File: src/oeil_consts.vh
// Constants for the output enable and interlock logic
`ifndef OEIL_CONSTS_VH
`define OEIL_CONSTS_VH
// APB register offsets
`define OEIL_CTRL_ADDR     12'h000
`define OEIL_PIN1_ADDR     12'h004
`define OEIL_PIN2_ADDR     12'h008
`define OEIL_CMD_ADDR      12'h00C
`define OEIL_STAT_ADDR     12'h010
`define OEIL_TRIG_ADDR     12'h014
// Control register fields
`define OEIL_CTRL_EXTEN_FN  0
`define OEIL_CTRL_EXTEN_POL 1
`define OEIL_CTRL_EXTEN_LAT 2
`define OEIL_CTRL_LOCK_FN   3
`define OEIL_CTRL_LOCK_LAT  4
`define OEIL_CTRL_MEAS_SRC 5
`define OEIL_CTRL_RST      32'h0000_0000
// Programmable pin register fields
`define OEIL_PIN_MODE_LSB  0
`define OEIL_PIN_HIGH_LSB  8
`define OEIL_PIN_PER_LSB   16
`define OEIL_PIN_CNT_LSB   24
`define OEIL_PIN_RST       32'h0000_0001
// Pin modes
`define OEIL_MODE_LOW      2'h0
`define OEIL_MODE_HIGH     2'h1
`define OEIL_MODE_PULSE    2'h2
// Command register bits, write one to act
`define OEIL_CMD_OUT_ON    0
`define OEIL_CMD_OUT_OFF   1
`define OEIL_CMD_PWR_CYC   2
`define OEIL_CMD_AC_CYC    3
`define OEIL_CMD_PROT_CLR  4
`define OEIL_CMD_PIN_START 5
// Trigger out modes
`define OEIL_TMODE_ON      2'h0
`define OEIL_TMODE_MEAS    2'h1
`define OEIL_TMODE_OFF     2'h2
// Timing
`define OEIL_PERIOD_NS     8
`define OEIL_TRIG_MIN_NS   10000
`define OEIL_TOUT_MIN_NS   100000
`define OEIL_PULSE_TICK_NS 10000
`endif

File: src/oeil_top.v
// Output enable, interlock, programmable pins, triggers and status outputs
//
// Functional notes
// (RULE_01) Enable function off: external enable input never blocks the output.
// (RULE_02) Enable on, normal polarity: high input blocks output, low input allows.
// (RULE_03) Reverse polarity: high input allows output, low input blocks it.
// (RULE_04) Enable latch: blocked until input enabling and a recovery action occurs.
// (RULE_05) Interlock function off: interlock input never blocks the output.
// (RULE_06) Interlock on: high input blocks output, low allows; no polarity option.
// (RULE_07) Interlock latch: blocked until input enabling and a recovery action occurs.
// (RULE_08) Each open-drain pin independently low, high or counted pulse train.
// (RULE_09) Trigger input edge starts measurement when it is the selected source.
// (RULE_10) Trigger output is active high, its event chosen from three modes.
// (RULE_11) Mains good output released during mains fault, pulled low otherwise.
// (RULE_12) Alarm output released on fault or output off, low only otherwise.
// (RULE_13) Far side spaces trigger pulses and holds each for minimum width.
// (RULE_14) Output on needs enable gate, interlock gate and an output-on request.
`timescale 1ns/10ps
`include "oeil_consts.vh"
module oeil_top #(
  parameter TICK_CYC = (`OEIL_PULSE_TICK_NS + `OEIL_PERIOD_NS - 1) / `OEIL_PERIOD_NS,
  parameter TOUT_CYC = (`OEIL_TOUT_MIN_NS + `OEIL_PERIOD_NS - 1) / `OEIL_PERIOD_NS
) (
  // Clock, reset, enable
  input  wire        CORE_CLK,
  input  wire        RST,
  input  wire        CLK_EN,
  // APB slave
  input  wire        PSEL,
  input  wire        PENABLE,
  input  wire        PWRITE,
  input  wire [11:0] PADDR,
  input  wire [31:0] PWDATA,
  output wire        PREADY,
  output wire        PSLVERR,
  output reg  [31:0] PRDATA,
  // Rear connector inputs
  input  wire        EXT_OUTPUT_ENABLE_INPUT,
  input  wire        SAFETY_INTERLOCK_INPUT,
  input  wire        TRIG_IN,
  // System status inputs
  input  wire        MAINS_FAULT,
  input  wire        OTHER_FAULT,
  input  wire        MEAS_DONE,
  // Output gating and measurement start
  output reg         OUTPUT_ON,
  output reg         MEAS_START,
  // Open-drain and open-collector pins, enable high pulls low
  output wire [1:0]  PROG_PIN_O,
  output reg  [1:0]  PROG_PIN_OE,
  output wire        MAINS_INPUT_GOOD_OUTPUT_O,
  output reg         MAINS_INPUT_GOOD_OUTPUT_OE,
  output wire        ALARM_O,
  output reg         ALARM_OE,
  // Trigger output, active high
  output reg         TRIG_OUT
);

  localparam TICK_W = 14;
  localparam TOUT_W = 17;
  localparam N_GATE = 2;

  // Configuration and command state
  reg  [31:0]       ctrl_q;
  reg  [31:0]       pin_cfg_q [0:1];
  reg  [1:0]        tmode_q;
  reg               req_on_q;
  reg  [1:0]        pin_start_q;

  // Trigger and timing state
  reg               trig_in_q;
  reg               meas_busy_q;
  reg               out_on_d1_q;
  reg  [TOUT_W-1:0] tout_cnt_q;
  reg  [TICK_W-1:0] tick_cnt_q;

  // Gate latches, index 0 external enable, index 1 interlock
  wire [N_GATE-1:0] gate_lat;

  // Known register offsets
  function addr_ok;
    input [11:0] a;
    begin
      addr_ok = (a == `OEIL_CTRL_ADDR) || (a == `OEIL_PIN1_ADDR) ||
                (a == `OEIL_PIN2_ADDR) || (a == `OEIL_CMD_ADDR) ||
                (a == `OEIL_STAT_ADDR) || (a == `OEIL_TRIG_ADDR);
    end
  endfunction

  // Write strobe for one register offset
  function reg_wr;
    input        acc;
    input [11:0] a;
    input [11:0] target;
    begin
      reg_wr = acc && (a == target);
    end
  endfunction

  // Register bus decode
  wire wr_acc   = PSEL & PENABLE & PWRITE & CLK_EN;
  wire ctrl_wr  = reg_wr(wr_acc, PADDR, `OEIL_CTRL_ADDR);
  wire pin1_wr  = reg_wr(wr_acc, PADDR, `OEIL_PIN1_ADDR);
  wire pin2_wr  = reg_wr(wr_acc, PADDR, `OEIL_PIN2_ADDR);
  wire tmode_wr = reg_wr(wr_acc, PADDR, `OEIL_TRIG_ADDR);
  wire cmd_wr   = reg_wr(wr_acc, PADDR, `OEIL_CMD_ADDR);

  assign PREADY  = 1'b1;
  assign PSLVERR = PSEL & PENABLE & ~addr_ok(PADDR);

  // Command bits
  wire cmd_on    = cmd_wr & PWDATA[`OEIL_CMD_OUT_ON];
  wire cmd_off   = cmd_wr & PWDATA[`OEIL_CMD_OUT_OFF];
  wire cmd_start = cmd_wr & PWDATA[`OEIL_CMD_PIN_START];
  // Recovery actions
  wire recover   = cmd_wr & (PWDATA[`OEIL_CMD_OUT_ON] | PWDATA[`OEIL_CMD_PWR_CYC] |
                             PWDATA[`OEIL_CMD_AC_CYC] | PWDATA[`OEIL_CMD_PROT_CLR]);

  // (RULE_02) Enable level decode
  // (RULE_03) Polarity inversion
  wire exten_block_raw = ctrl_q[`OEIL_CTRL_EXTEN_POL] ? ~EXT_OUTPUT_ENABLE_INPUT
                                                      : EXT_OUTPUT_ENABLE_INPUT;
  // (RULE_01) Function off bypass
  wire exten_block = ctrl_q[`OEIL_CTRL_EXTEN_FN] & exten_block_raw;
  // (RULE_06) Interlock level decode
  // (RULE_05) Function off bypass
  wire lock_block  = ctrl_q[`OEIL_CTRL_LOCK_FN] & SAFETY_INTERLOCK_INPUT;

  // Block and latch option per gate, same index as the latches
  wire [N_GATE-1:0] gate_block  = {lock_block, exten_block};
  wire [N_GATE-1:0] gate_lat_on = {ctrl_q[`OEIL_CTRL_LOCK_LAT],
                                   ctrl_q[`OEIL_CTRL_EXTEN_LAT]};

  // (RULE_14) Combined output gating
  wire out_allow = ~(|gate_block) & ~(|gate_lat);

  // Control register
  always @(posedge CORE_CLK) begin
    if (RST) begin
      ctrl_q <= `OEIL_CTRL_RST;
    end else if (ctrl_wr) begin
      ctrl_q <= PWDATA;
    end
  end

  // Programmable pin settings
  always @(posedge CORE_CLK) begin
    if (RST) begin
      pin_cfg_q[0] <= `OEIL_PIN_RST;
      pin_cfg_q[1] <= `OEIL_PIN_RST;
    end else if (CLK_EN) begin
      if (pin1_wr)
        pin_cfg_q[0] <= PWDATA;
      if (pin2_wr)
        pin_cfg_q[1] <= PWDATA;
    end
  end

  // Trigger out mode
  always @(posedge CORE_CLK) begin
    if (RST) begin
      tmode_q <= `OEIL_TMODE_ON;
    end else if (tmode_wr) begin
      tmode_q <= PWDATA[1:0];
    end
  end

  // Output request and pulse train start strobes
  always @(posedge CORE_CLK) begin
    if (RST) begin
      req_on_q    <= 1'b0;
      pin_start_q <= 2'h0;
    end else if (CLK_EN) begin
      pin_start_q <= cmd_start ? 2'h3 : 2'h0;
      // Off wins when both bits are written together
      if (cmd_off)
        req_on_q <= 1'b0;
      else if (cmd_on)
        req_on_q <= 1'b1;
    end
  end

  // (RULE_04) Enable latch, index 0
  // (RULE_07) Interlock latch, index 1
  genvar l;
  generate
    for (l = 0; l < N_GATE; l = l + 1) begin : gate
      reg lat_q;
      // Set wins; clear needs the level back and a recovery action, or the latch option off
      always @(posedge CORE_CLK) begin
        if (RST) begin
          lat_q <= 1'b0;
        end else if (CLK_EN) begin
          if (gate_lat_on[l] && gate_block[l])
            lat_q <= 1'b1;
          else if (!gate_lat_on[l] || recover)
            lat_q <= 1'b0;
        end
      end
      assign gate_lat[l] = lat_q;
    end
  endgenerate

  // Output gate
  always @(posedge CORE_CLK) begin
    if (RST) begin
      OUTPUT_ON   <= 1'b0;
      out_on_d1_q <= 1'b0;
    end else if (CLK_EN) begin
      // (RULE_14) Output follows request and gates, held off during mains or other fault
      OUTPUT_ON   <= req_on_q & out_allow & ~MAINS_FAULT & ~OTHER_FAULT;
      out_on_d1_q <= OUTPUT_ON;
    end
  end

  // Trigger input and measurement start
  always @(posedge CORE_CLK) begin
    if (RST) begin
      trig_in_q   <= 1'b0;
      MEAS_START  <= 1'b0;
      meas_busy_q <= 1'b0;
    end else if (CLK_EN) begin
      trig_in_q   <= TRIG_IN;
      // (RULE_09) Rising edge starts measurement
      // (RULE_13) No filtering, far side keeps spacing
      MEAS_START  <= ctrl_q[`OEIL_CTRL_MEAS_SRC] & TRIG_IN & ~trig_in_q;
      if (MEAS_START)
        meas_busy_q <= 1'b1;
      else if (MEAS_DONE)
        meas_busy_q <= 1'b0;
    end
  end

  // (RULE_10) Trigger out mode select
  wire tout_event = (tmode_q == `OEIL_TMODE_ON   && OUTPUT_ON && !out_on_d1_q) ||
                    (tmode_q == `OEIL_TMODE_MEAS && MEAS_DONE && meas_busy_q) ||
                    (tmode_q == `OEIL_TMODE_OFF  && !OUTPUT_ON && out_on_d1_q);

  // Trigger out, stretched to the minimum width
  always @(posedge CORE_CLK) begin
    if (RST) begin
      TRIG_OUT   <= 1'b0;
      tout_cnt_q <= {TOUT_W{1'b0}};
    end else if (CLK_EN) begin
      if (tout_event) begin
        TRIG_OUT   <= 1'b1;
        tout_cnt_q <= TOUT_CYC[TOUT_W-1:0];
      end else if (tout_cnt_q != {TOUT_W{1'b0}}) begin
        tout_cnt_q <= tout_cnt_q - 1'b1;
      end else begin
        TRIG_OUT <= 1'b0;
      end
    end
  end

  // Open-collector status pins
  always @(posedge CORE_CLK) begin
    if (RST) begin
      MAINS_INPUT_GOOD_OUTPUT_OE <= 1'b0;
      ALARM_OE                   <= 1'b0;
    end else if (CLK_EN) begin
      // (RULE_11) Mains good pulled low without fault
      MAINS_INPUT_GOOD_OUTPUT_OE <= ~MAINS_FAULT;
      // (RULE_12) Alarm pulled low only without fault and output on
      ALARM_OE                   <= ~MAINS_FAULT & ~OTHER_FAULT & OUTPUT_ON;
    end
  end

  // Pins only ever pull low
  assign MAINS_INPUT_GOOD_OUTPUT_O = 1'b0;
  assign ALARM_O                   = 1'b0;
  assign PROG_PIN_O                = 2'h0;

  // Shared pulse time base
  wire tick = (tick_cnt_q == {TICK_W{1'b0}});
  always @(posedge CORE_CLK) begin
    if (RST)
      tick_cnt_q <= {TICK_W{1'b0}};
    else if (CLK_EN)
      tick_cnt_q <= tick ? TICK_CYC[TICK_W-1:0] - 1'b1 : tick_cnt_q - 1'b1;
  end

  // (RULE_08) Per-pin low, high or pulse train
  genvar g;
  generate
    for (g = 0; g < 2; g = g + 1) begin : pin
      reg  [7:0] phase_q;
      reg  [7:0] left_q;
      wire [1:0] mode  = pin_cfg_q[g][`OEIL_PIN_MODE_LSB +: 2];
      wire [7:0] hi_t  = pin_cfg_q[g][`OEIL_PIN_HIGH_LSB +: 8];
      wire [7:0] per_t = pin_cfg_q[g][`OEIL_PIN_PER_LSB +: 8];
      wire [7:0] cnt   = pin_cfg_q[g][`OEIL_PIN_CNT_LSB +: 8];
      always @(posedge CORE_CLK) begin
        if (RST) begin
          phase_q        <= 8'h00;
          left_q         <= 8'h00;
          PROG_PIN_OE[g] <= 1'b1;
        end else if (CLK_EN) begin
          if (pin_start_q[g]) begin
            phase_q <= 8'h00;
            left_q  <= cnt;
          end else if (tick && left_q != 8'h00) begin
            if (phase_q + 8'h01 >= per_t) begin
              phase_q <= 8'h00;
              left_q  <= left_q - 8'h01;
            end else begin
              phase_q <= phase_q + 8'h01;
            end
          end
          case (mode)
            `OEIL_MODE_LOW:   PROG_PIN_OE[g] <= 1'b1;
            `OEIL_MODE_HIGH:  PROG_PIN_OE[g] <= 1'b0;
            `OEIL_MODE_PULSE: PROG_PIN_OE[g] <= ~((left_q != 8'h00) && (phase_q < hi_t));
            default:          PROG_PIN_OE[g] <= 1'b1;
          endcase
        end
      end
    end
  endgenerate

  // APB read mux
  always @* begin
    case (PADDR)
      `OEIL_CTRL_ADDR: PRDATA = ctrl_q;
      `OEIL_PIN1_ADDR: PRDATA = pin_cfg_q[0];
      `OEIL_PIN2_ADDR: PRDATA = pin_cfg_q[1];
      `OEIL_TRIG_ADDR: PRDATA = {30'h0, tmode_q};
      `OEIL_STAT_ADDR: PRDATA = {24'h0, TRIG_OUT, meas_busy_q, gate_lat[1], gate_lat[0],
                                 lock_block, exten_block, req_on_q, OUTPUT_ON};
      default:         PRDATA = 32'h0000_0000;
    endcase
  end

endmodule

File: config.mk
export PLATFORM = sky130hd
export DESIGN_NAME = oeil_top
export DESIGN_NICKNAME = d
export VERILOG_FILES = /design/src/oeil_top.v
export VERILOG_INCLUDE_DIRS = /design/src /design/src/src
export SDC_FILE = /design/constraint.sdc
export NUM_CORES = 1
export LEC_CHECK = 0
export ABC_AREA = 1
export BUFFER_PORTS_ARGS = -buffer_cell sky130_fd_sc_hd__clkbuf_2
export CAP_MARGIN = 0
export CORE_ASPECT_RATIO = 0.7
export CORE_MARGIN = 5
export CORE_UTILIZATION = 40
export CTS_CLUSTER_DIAMETER = 40
export CTS_CLUSTER_SIZE = 40
export DETAILED_ROUTE_END_ITERATION = 10
export PLACE_DENSITY = 0.66
export SYNTH_ARGS = -nofsm -noshare
export SYNTH_HDL_FRONTEND = slang
export SYNTH_SLANG_ARGS = --single-unit
File: constraint.sdc
create_clock -name CORE_CLK -period 10.4 [get_ports CORE_CLK]
set_input_delay 2.08 -clock CORE_CLK [delete_from_list [all_inputs] [get_ports CORE_CLK]]
set_output_delay 2.08 -clock CORE_CLK [all_outputs]
set_load 0.01 [all_outputs]
[After elaboration in Yosys (flattened, before gate mapping)]
Memories as Yosys holds them, arrays and structs flattened.
Index checks and enable logic that the tools add are counted.
Storage, ports and cells
  memories kept: 1
  RAM bits: 64
  input bits: 56
  output and inout bits: 45
  register bits: 112
  logic and storage cells: 176
Memories
  pin_cfg_q: words 2, width 32, rd ports 2, clocked after Yosys merged registers in 0, wr ports 2, RTL line oeil_top.v:65  | reg [31:0] pin_cfg_q [0:1];
Cells by class
  $add $sub $neg: 6
  reductions and logical operators: 57
  $lt $le $gt $ge: 4
  bitwise operators: 32
  multiplexer cells: 42
  equal/unequal tests: 12
Operator list (count)
  one-hot mux 32 bit (5 select lines): 1
  two-way mux 8 bit: 12
  two-way mux 32 bit: 2
  two-way mux 17 bit: 2
  == test 12 x 4 -> 1 bit, second input constant: 2
  == test 12 x 5 -> 1 bit, second input constant: 2
  two-way mux 1 bit: 21
  bitwise AND 1 bit: 18
  nonzero test 2 bit: 9
  logical AND 1 bit: 17
  nonzero test 17 bit: 1
  subtractor 17 x 1 -> 17 bit, second input constant: 1
  adder 8 x 1 -> 8 bit, second input constant: 2
  >= comparator 8 bit: 2
  less-than comparator 8 bit: 2
  AND reduction 2 bit: 8
  nonzero test 8 bit: 2
  subtractor 8 x 1 -> 8 bit, second input constant: 2
  logical NOT 14 bit: 1
  two-way mux 14 bit: 1
  subtractor 14 x 1 -> 14 bit, second input constant: 1
  == test 12 x 3 -> 1 bit, second input constant: 1
  logical NOT 12 bit: 1
  logical OR 1 bit: 9
  11 further kinds: 33

[Logic depth before layout (Yosys ltp)]
Gate-level depths: netlist of the first run.
  depth after elaboration: 9
  mapped depth: 17
  depth with buffers taken out: 16

[Worst setup path after synthesis of the first run]
No wires, ideal clock.
  kind: input -> register
  start: input PADDR[3]
  end: memory pin_cfg_q[0][0], enable pin
  cell stages on the path: 5
  library setup time: 0.466 ns
  path slack: 4.730 ns
  data required time: 9.934 ns
  arrival time: 5.204 ns
  path through: buf_2 -> nor2_2 -> nand2_2 -> clkbuf_1 -> o21ai_0
RTL lines
  start: declaration: RTL line oeil_top.v:32  | input wire [11:0] PADDR,
  end: declaration: RTL line oeil_top.v:65

[Final worst setup path of the first run]
  start: input PADDR[3]
  end: output PRDATA[1]
On the way
  word-level cells in the longest chain between the ends: 2
RTL lines
  == test 12 x 5 -> 1 bit, or another cell as far along: RTL line oeil_top.v:323  | case (PADDR)
  one-hot mux 32 bit (5 select lines) *: RTL line oeil_top.v:323
  end: declaration: RTL line oeil_top.v:36  | output reg [31:0] PRDATA,
Mark *: on every way between the ends. The rest lies on a longest branch, timed or not.

==> results of run 1 <==
-- Yosys cell counts, types with 3 or more instances --
master | n | area (µm²)
o2111ai_1 | 7 | 61.3
nand2_2 | 7 | 43.8
o21ai_0 | 64 | 320
xnor2_1 | 3 | 26.3
inv_1 | 188 | 706
buf_4 | 12 | 90.1
nand3_1 | 121 | 606
nand4_1 | 27 | 169
a211oi_1 | 4 | 30.0
or2_2 | 4 | 25.0
a21o_1 | 3 | 22.5
nand3b_1 | 8 | 60.1
nor2_1 | 148 | 556
edfxtp_1 | 64 | 1920
a21oi_1 | 83 | 415
dfxtp_1 | 111 | 2220
o221ai_1 | 24 | 210
xor2_1 | 18 | 158
o21ai_1 | 7 | 35.0
buf_2 | 11 | 55.1
clkbuf_1 | 25 | 93.8
nor3_1 | 9 | 45.0
nor2_2 | 15 | 93.8
ha_1 | 38 | 475
nand2_1 | 200 | 751
a31oi_1 | 3 | 18.8
-- worst reg2reg max path, stage by stage (launching register included) --
cell and delay (ns):
dfxtp_1 0.46, nand3_1 0.15, nor2_1 0.22, nand3_1 0.18
nor2_1 0.12, nand2_1 0.05, nand2_1 0.09, inv_1 0.05
ha_1 0.28, a21o_1 0.18, nor2_1 0.10, nand4_1 0.26
nand2_2 0.33, nand2_1 0.27, nor3_1 0.21
-- registers in the layout, indices dropped and copies added, names as in the netlist --
signal	flops
pin_cfg_q	64
ctrl_q	32
tout_cnt_q	17
pin.left_q	16
pin.phase_q	16
tick_cnt_q	14
PROG_PIN_OE	2
gate.lat_q	2
tmode_q	2
ALARM_OE	1
MAINS_INPUT_GOOD_OUTPUT_OE	1
MEAS_START	1
OUTPUT_ON	1
TRIG_OUT	1
meas_busy_q	1
out_on_d1_q	1
pin_start_q	1
req_on_q	1
trig_in_q	1
-- cells by family (layout without fill, tap and decap cells) --
family                     count (synthesis)  in the layout  synth area share, %
and+or+nand+nor                          554            554                 26.5
other                                      2              5               0.0796
AOI/OAI and AO/OA                        200            200                 12.2
DFF                                      175            175                 43.9
xor gates and xnor gates                  21             21                 1.95
adders and majority gates                 38             38                 5.04
buffers and inverters                    241            327                 10.3
-- where the power goes --
| group | internal (mW) | leakage (nW) | switching (mW) |
|---|---|---|---|
| registers | 0.765 | 1.51 | 0.0464 |
| clock network | 0.338 | 0.274 | 0.305 |
| logic | 0.160 | 3.05 | 0.307 |
| total | 1.26 | 4.83 | 0.658 |
-- layout make-up --
type / instances / area, µm² / area share [%]
Sequential cell: 175 / 4140 / 38.6
Timing Repair Buffer: 104 / 543 / 5.06
Tap cell: 318 / 398 / 3.71
Clock inverter: 15 / 158 / 1.47
Multi-Input combinational cell: 818 / 4350 / 40.5
Clock buffer: 17 / 425 / 3.96
Inverter: 191 / 717 / 6.68
-- metal layers --
metal	track usage, %	part of all wire (%)	vias to the layer above
met2	26.2	39	308
met5	0	0	-
met3	4.60	7.4	24
met1	30.3	52	3809
met4	5.29	1.6	0
li1	-	-	4234
-- worst paths after layout --
kind / from / endpoint / slack [ns] / depth (start not counted)
min: ctrl_q[18] / ctrl_q[18] / 0.45 / 2
max: PADDR[3] / PRDATA[1] / 4.19 / 7
max reg2reg: pin[1].phase_q[0] / pin[1].phase_q[1] / 7.37 / 14
min reg2reg: ctrl_q[18] / ctrl_q[18] / 0.45 / 2
-- metrics by stage --
stage                     cell area [µm²]  util, %  power (mW)
after CTS                           10700     45.9        1.92
after floorplan                      9450        -        1.18
after global placement              10200     43.4        1.28
after global routing                10700     45.9        2.03
after detailed placement            10200     43.4        1.28
final                               10700     45.9        1.92
==> results_dict.tcl, run 1 <==
set metrics [dict create \
    grt_pass1_vias 7584 \
    cts_resized 0 \
    cts-buffers-inserted 17 \
    wl_um 26000 \
    drive_gt1_share_pct 13.5 \
    fin_cells 1638 \
    worst_pin_slew_ns 0.951 \
    maxCapViolCount 0 \
    rows 47 \
    dp_worst_setup_slack_ns 4.19 \
    cts.path.max_buffers 2 \
    ctsHoldBuffers 0 \
    final_cell_mix "200 x nand2_1, 188 x inv_1, 148 x nor2_1" \
    fin_hold_ws_ns 0.447 \
    num-nets-final 1401 \
    arrival_ns 4.13 \
    h-tree-depth 4 \
    slew_viol_final 0 \
    grt_max_degree 63 \
    crit_fanout 19 \
    synth.distinct_cells 45 \
    crit_top_cell "clkbuf_2" \
    final_common_cell "nand2_1" \
    critPathBufInv 3 \
    routedWlPerCell_um 15.9 \
    n_fill_cell 2367 \
    gp_congestion 0.889 \
    hold_violations 0 \
    clkTransAtPathRegs_ns 0.07 \
    syn_area_mm2 0.00944 \
    track_usage_pct 19.3 \
    crit_chain "clkbuf_2 > nor2_2 > nand2_2 > o22ai_1 > inv_1 > nand2_1 > clkbuf_2" \
    min_path_type "flop to flop" \
    initial_core_util_pct 40.3 \
    fin_tns_setup_ns 0 \
    cp-end-kind "output port" \
    antenna_found_initial 0 \
    synth_area_per_cell_um2 7.66 \
    grt_remaining_overflow 0 \
    cts_tree "done" \
    die_area_mm2 0.0268 \
    antenna_left 0 \
    drtIter0Drc 774 \
    cp.required_ns 8.32 \
    drcViolationCount 0 \
    die_w_um 194 \
    p_leak_nw 4.83 \
    hpwl_um 18900 \
    core-area_mm2 0.0234 \
    pin_count 101 \
    seq_area_frac_synth_pct 43.9 \
    ys_seq_elements 175 \
    synth_edf_count 64 \
    fmaxAchievable_mhz 161 \
    die_y_um 139 \
    crit_type "primary input to output port" \
    post-route-period-util_pct 59.7 \
    period_needed_ns 6.21 \
    max-slew-margin-rel_pct 36.5 \
    cts-root-buf "clkbuf_16" \
    post_cts_buffers 0 \
    synth_warnings 0 \
    synth_ff_type "dfxtp_1" \
    synthArstFlopShare_pct 0 \
    syn_inst 1231 \
    vias_per_cell 5.11 \
    antenna_cells 0 \
    p_per_area_mw_per_mm2 179 \
    clock_sinks 175 \
    grt_pass1_wl_um 41700 \
    setup_ws_ns 4.19 \
    slowest_stage "nor2_2" \
    critPathLaunchType "primary input" \
    dr.pass1.iters 5 \
    vias 8375 \
    portBuffers 95 \
    syn2layout_area_growth_pct 13.8 \
    status "finished, final reports clean" \
    clkLatencyLatePin_ns 0.44 \
    peakVddDrop_uv 121 \
    setup-violations-final 0 \
    finClkSkew_ns 0.0125 \
    rsz0062_at_grt "no" \
    crit_family "simple AND/OR/NAND/NOR gates" \
    slowest_delay_ns 0.77 \
    dp.cells 1606 \
]
No activity file was read; power rests on OpenSTA's default activity.
==> run 2: changes to the inputs <==
Settings changed: PLACE_DENSITY 0.66 to 0.68.
Clock period 10.4 ns to 5.6 ns, I/O delays scaled along.
==> run 2 against run 1 <==
Compared with the run above: global-route usage shrank 0.17 points; critical path depth grew 1; cell count is essentially flat; die area is the same.
==> results_dict.tcl, run 2 (synthesized netlist as in run 1, its figures left out) <==
set metrics [dict create \
    vias_per_cell 5.14 \
    final_common_cell "nand2_1" \
    dr.pass1.iters 5 \
    die_w_um 194 \
    crit_type "primary input to output port" \
    top_register "pin_cfg_q" \
    multi_input_area_mm2 0.00435 \
    reg2reg_from "pin[1].phase_q[0]" \
    peakVddDrop_uv 240 \
    arrival_ns 3.17 \
    cp-end-kind "output port" \
    die_area_mm2 0.0268 \
    cts_resized 0 \
    period_needed_ns 4.29 \
    clock_sinks 175 \
    min_to "ctrl_q[24]" \
    drive_gt1_share_pct 13.4 \
    p_per_area_mw_per_mm2 330 \
    setup-violations-final 0 \
    seq_area_mm2 0.00414 \
    cp.required_ns 4.48 \
    drcViolationCount 0 \
    fin_hold_ws_ns 0.454 \
    post-route-period-util_pct 76.7 \
    rows 47 \
    worst_r2r_path_depth 14 \
    reg.largest.list "pin_cfg_q: 64 flops, ctrl_q: 32 flops, tout_cnt_q: 17 flops" \
    h-tree-depth 4 \
    syn2layout_area_growth_pct 13.8 \
    post_cts_buffers 0 \
    p_leak_nw 4.85 \
    final_cell_mix "200 x nand2_1, 188 x inv_1, 148 x nor2_1" \
    max-slew-margin-rel_pct 36.2 \
    antenna_left 0 \
    antenna_cells 0 \
    vias 8427 \
    maxCapViolCount 0 \
    worst_pin_slew_ns 0.956 \
    initial_core_util_pct 40.3 \
    min_path_type "flop to flop" \
    largest_reg_flops 64 \
    rsz0062_at_grt "no" \
    ctsHoldBuffers 0 \
    crit_fanout 16 \
    critPathLaunchType "primary input" \
    finClkSkew_ns 0.0145 \
    status "finished, final reports clean" \
    grt_pass1_wl_um 41900 \
    cts-buffers-inserted 17 \
    slew_viol_final 0 \
    track_usage_pct 19.2 \
    gp_congestion 0.918 \
    hold_path_startpoint "ctrl_q[24]" \
    pin_count 101 \
    r2r_setup_slack_ns 2.62 \
    routedWlPerCell_um 15.9 \
    post-route-util_pct 45.9 \
    fmaxAchievable_mhz 233 \
    regToRegEndpoint "pin[1].phase_q[1]" \
    cts.path.max_buffers 2 \
    min_path_cells 2 \
    cts_tree "done" \
    clkLatencyLatePin_ns 0.43 \
    hold_violations 0 \
    fin_tns_setup_ns 0 \
    portBuffers 95 \
    grt_remaining_overflow 0 \
    clkTransAtPathRegs_ns 0.06 \
    n_fill_cell 2342 \
    hpwl_um 19100 \
    cts-root-buf "clkbuf_16" \
    wl_um 26100 \
    die_y_um 139 \
    drtIter0Drc 784 \
    num-nets-final 1402 \
    grt_pass1_vias 7893 \
    grt_max_degree 45 \
    core-area_mm2 0.0234 \
    antenna_found_initial 0 \
]
[run 2: where the power goes]
part / total, mW / switching [mW] / internal [mW]
sequential: 1.51 / 0.0857 / 1.42
clock: 1.17 / 0.533 / 0.638
combinational: 0.863 / 0.565 / 0.299
total: 3.54 / 1.18 / 2.36
[run 2: worst max path at each step]
stage,startpoint,end,slack [ns],depth (start not counted)
after floorplan,PADDR[3],pin_cfg_q[0][0],0.89,5
after detailed placement,PADDR[1],PRDATA[16],1.36,8
after CTS,PADDR[1],PRDATA[16],1.36,8
after global routing,PADDR[1],PRDATA[16],1.17,5
final,PADDR[1],PRDATA[12],1.31,8
after global placement,PADDR[1],PRDATA[16],1.44,8
[run 2: area by class of cell]
cell class	count	share of cell area, %
timing repair buffer	105	5.13
tap	318	3.71
sequential	175	38.6
clock inverter	12	1.14
clock buffer	20	4.16
multi-input combinational	818	40.6
inverter	191	6.68
[run 2: metrics by stage]
| step | worst slack, ns | power, mW | cell area, µm² | cells |
|---|---|---|---|---|
| final | 1.31 | 3.54 | 10700 | 1639 |
| after global routing | 1.17 | 3.75 | 10700 | 1639 |
| after CTS | 1.36 | 3.54 | 10700 | 1639 |
| after detailed placement | 1.36 | 2.38 | 10200 | 1607 |
| after global placement | 1.44 | 2.36 | 10200 | 1607 |
| after floorplan | 0.890 | 2.19 | 9450 | 1234 |
[run 2: per-layer routing]
layer	part of all wire, %	vias to the layer above	global-route usage (%)
met1	50	3835	28.9
met4	0.79	0	4.54
met3	8.4	17	4.52
met2	41	349	27.7
met5	0	-	0
li1	-	4226	-
[run 2: critical path, cell delays in order]
cell      delay [ns]
clkbuf_2        0.11
nor2_2          0.18
nand3_1         0.11
nor2_2          0.12
nand3_1         0.57
buf_4           0.47
o221ai_1        0.28
clkbuf_2        0.20
==> run 3: changes to the inputs <==
Settings changed: PLACE_DENSITY 0.68 to 0.66.
Clock period 5.6 ns to 4.3 ns, I/O delays scaled along.
==> run 3 against run 2 <==
Compared with the run above: combinational power is 29% higher; flip-flop and latch count did not move; global-route usage rose by 0.11 points; non-clock buffer count is 6 higher; worst setup slack worse by 0.51 ns; sequential share of layout area shrank 0.32 points; via count shrank 0.11%; clock skew down 0.0055 ns; die area unchanged; worst hold slack got worse by 0.0063 ns; critical path type unchanged; critical path depth up 2; register-to-register slack got worse by 1.3 ns.
==> results_dict.tcl, run 3 (synthesized netlist as in run 1, its figures left out) <==
set metrics [dict create \
    fin_hold_ws_ns 0.447 \
    crit_type "primary input to output port" \
    pin_count 101 \
    r2r_setup_slack_ns 1.29 \
    hpwl_um 19100 \
    post-route-period-util_pct 81.5 \
    final_common_cell "nand2_1" \
    finClkSkew_ns 0.00892 \
    reg2reg_from "pin[1].phase_q[0]" \
    p_int_mw 3.07 \
    grt_remaining_overflow 0 \
    p_comb_share_pct 23.9 \
    grt_pass1_vias 7828 \
    syn2layout_area_growth_pct 14.7 \
    ctsHoldBuffers 0 \
    critPathLaunch "PADDR[1]" \
    num-nets-final 1408 \
    reg.largest.list "pin_cfg_q: 64 flops, ctrl_q: 32 flops, tout_cnt_q: 17 flops" \
    slowest_delay_ns 0.37 \
    track_usage_pct 19.3 \
    maxCapViolCount 0 \
    fin_area_mm2 0.0108 \
    clkTransAtPathRegs_ns 0.07 \
    drcViolationCount 0 \
    min_path_cells 2 \
    max-slew-margin-rel_pct 42.7 \
    cp-end-kind "output port" \
    arrival_ns 2.64 \
    core-area_mm2 0.0234 \
    rows 47 \
    cts-root-buf "clkbuf_16" \
    vias_per_cell 5.12 \
    grt_max_degree 35 \
    fmaxAchievable_mhz 285 \
    cts-buffers-inserted 17 \
    clock_sinks 175 \
    gp_congestion 0.878 \
    antenna_left 0 \
    crit_chain "clkbuf_2 > nor2_2 > nand3_1 > nor2_2 > buf_4 > nand2_2 > o22ai_1 > inv_1 > nand2_1 > clkbuf_2" \
    p_clk_share_pct 33.9 \
    final_cell_mix "200 x nand2_1, 188 x inv_1, 148 x nor2_1" \
    cp.required_ns 3.44 \
    swShare_pct 33.9 \
    n_fill_cell 2368 \
    min_path_type "flop to flop" \
    grt_pass1_wl_um 41700 \
    drtIter0Drc 644 \
    largest_reg_flops 64 \
    critPathLaunchType "primary input" \
    die_w_um 194 \
    routedWlPerCell_um 15.9 \
    rsz0062_at_grt "no" \
    peakVddDrop_uv 268 \
    setup-violations-final 0 \
    top_register "pin_cfg_q" \
    worst_pin_slew_ns 0.856 \
    initial_core_util_pct 40.3 \
    p_sw_mw 1.57 \
    period_needed_ns 3.50 \
    cts.path.max_buffers 2 \
    antenna_found_initial 1 \
    post-route-util_pct 46.2 \
    worst_r2r_path_depth 14 \
    p_per_area_mw_per_mm2 429 \
    fin_tns_setup_ns 0 \
    wl_um 26100 \
    clkLatencyLatePin_ns 0.43 \
    status "finished, final reports clean" \
    antenna_cells 0 \
    vias 8418 \
    placed_cell_area_mm2 0.0102 \
    power_frac_seq_pct 42.3 \
    hold_path_startpoint "ctrl_q[10]" \
    slew_viol_final 0 \
    die_y_um 139 \
    post_cts_buffers 0 \
    h-tree-depth 4 \
    hold_violations 0 \
    portBuffers 95 \
    p_leak_nw 4.89 \
    cts_resized 0 \
    drive_gt1_share_pct 13.9 \
    crit_fanout 28 \
    cts_tree "done" \
    die_area_mm2 0.0268 \
    slowest_stage "nand2_2" \
    dr.pass1.iters 5 \
]
[run 3: final timing paths]
check                      endpoint
hold / removal           ctrl_q[10]
hold reg to reg          ctrl_q[10]
setup reg to reg  pin[1].phase_q[1]
setup / recovery          PRDATA[1]
[run 3: critical path: cells and delay by family]
| family | cells | cell delay [ns] |
|---|---|---|
| simple gates | 5 | 0.86 |
| compound gates | 1 | 0.27 |
| buf+inv | 4 | 0.64 |
[run 3: area by class of cell]
class	instances	area, µm²	share of cell area, %
flip-flops and latches	175	4140	38.3
well taps	318	398	3.68
clock buffers	19	464	4.29
clock inverters	13	138	1.27
inverters	191	717	6.62
multi-input cells	818	4350	40.2
repair buffers	111	608	5.62
[run 3: power by group through the flow]
| stage | clock network [mW] | registers (mW) | logic [mW] |
|---|---|---|---|
| 5_1_grt | 1.66 | 1.98 | 1.29 |
| 3_3_place_gp | 0 | 1.99 | 1.08 |
| 3_5_place_dp | 0 | 1.99 | 1.10 |
| 4_1_cts | 1.59 | 1.96 | 1.11 |
| 2_1_floorplan | 0 | 1.97 | 0.883 |
| 6_report | 1.57 | 1.96 | 1.11 |
[run 3: metrics by stage]
stage / total power, mW / cells / setup slack (ns)
floorplan: 2.85 / 1234 / 0.716
global placement: 3.07 / 1613 / 0.840
detailed placement: 3.09 / 1613 / 0.815
CTS: 4.65 / 1645 / 0.812
global route: 4.93 / 1645 / 0.650
finish: 4.64 / 1645 / 0.796
[run 3: per-layer routing]
| metal | vias up | part of all wire [%] | GRT usage (%) |
|---|---|---|---|
| li1 | 4249 | - | - |
| met1 | 3858 | 49 | 28.2 |
| met2 | 289 | 42 | 28.8 |
| met3 | 20 | 8.2 | 5.42 |
| met4 | 2 | 0.89 | 3.69 |
| met5 | - | 0.042 | 0 |
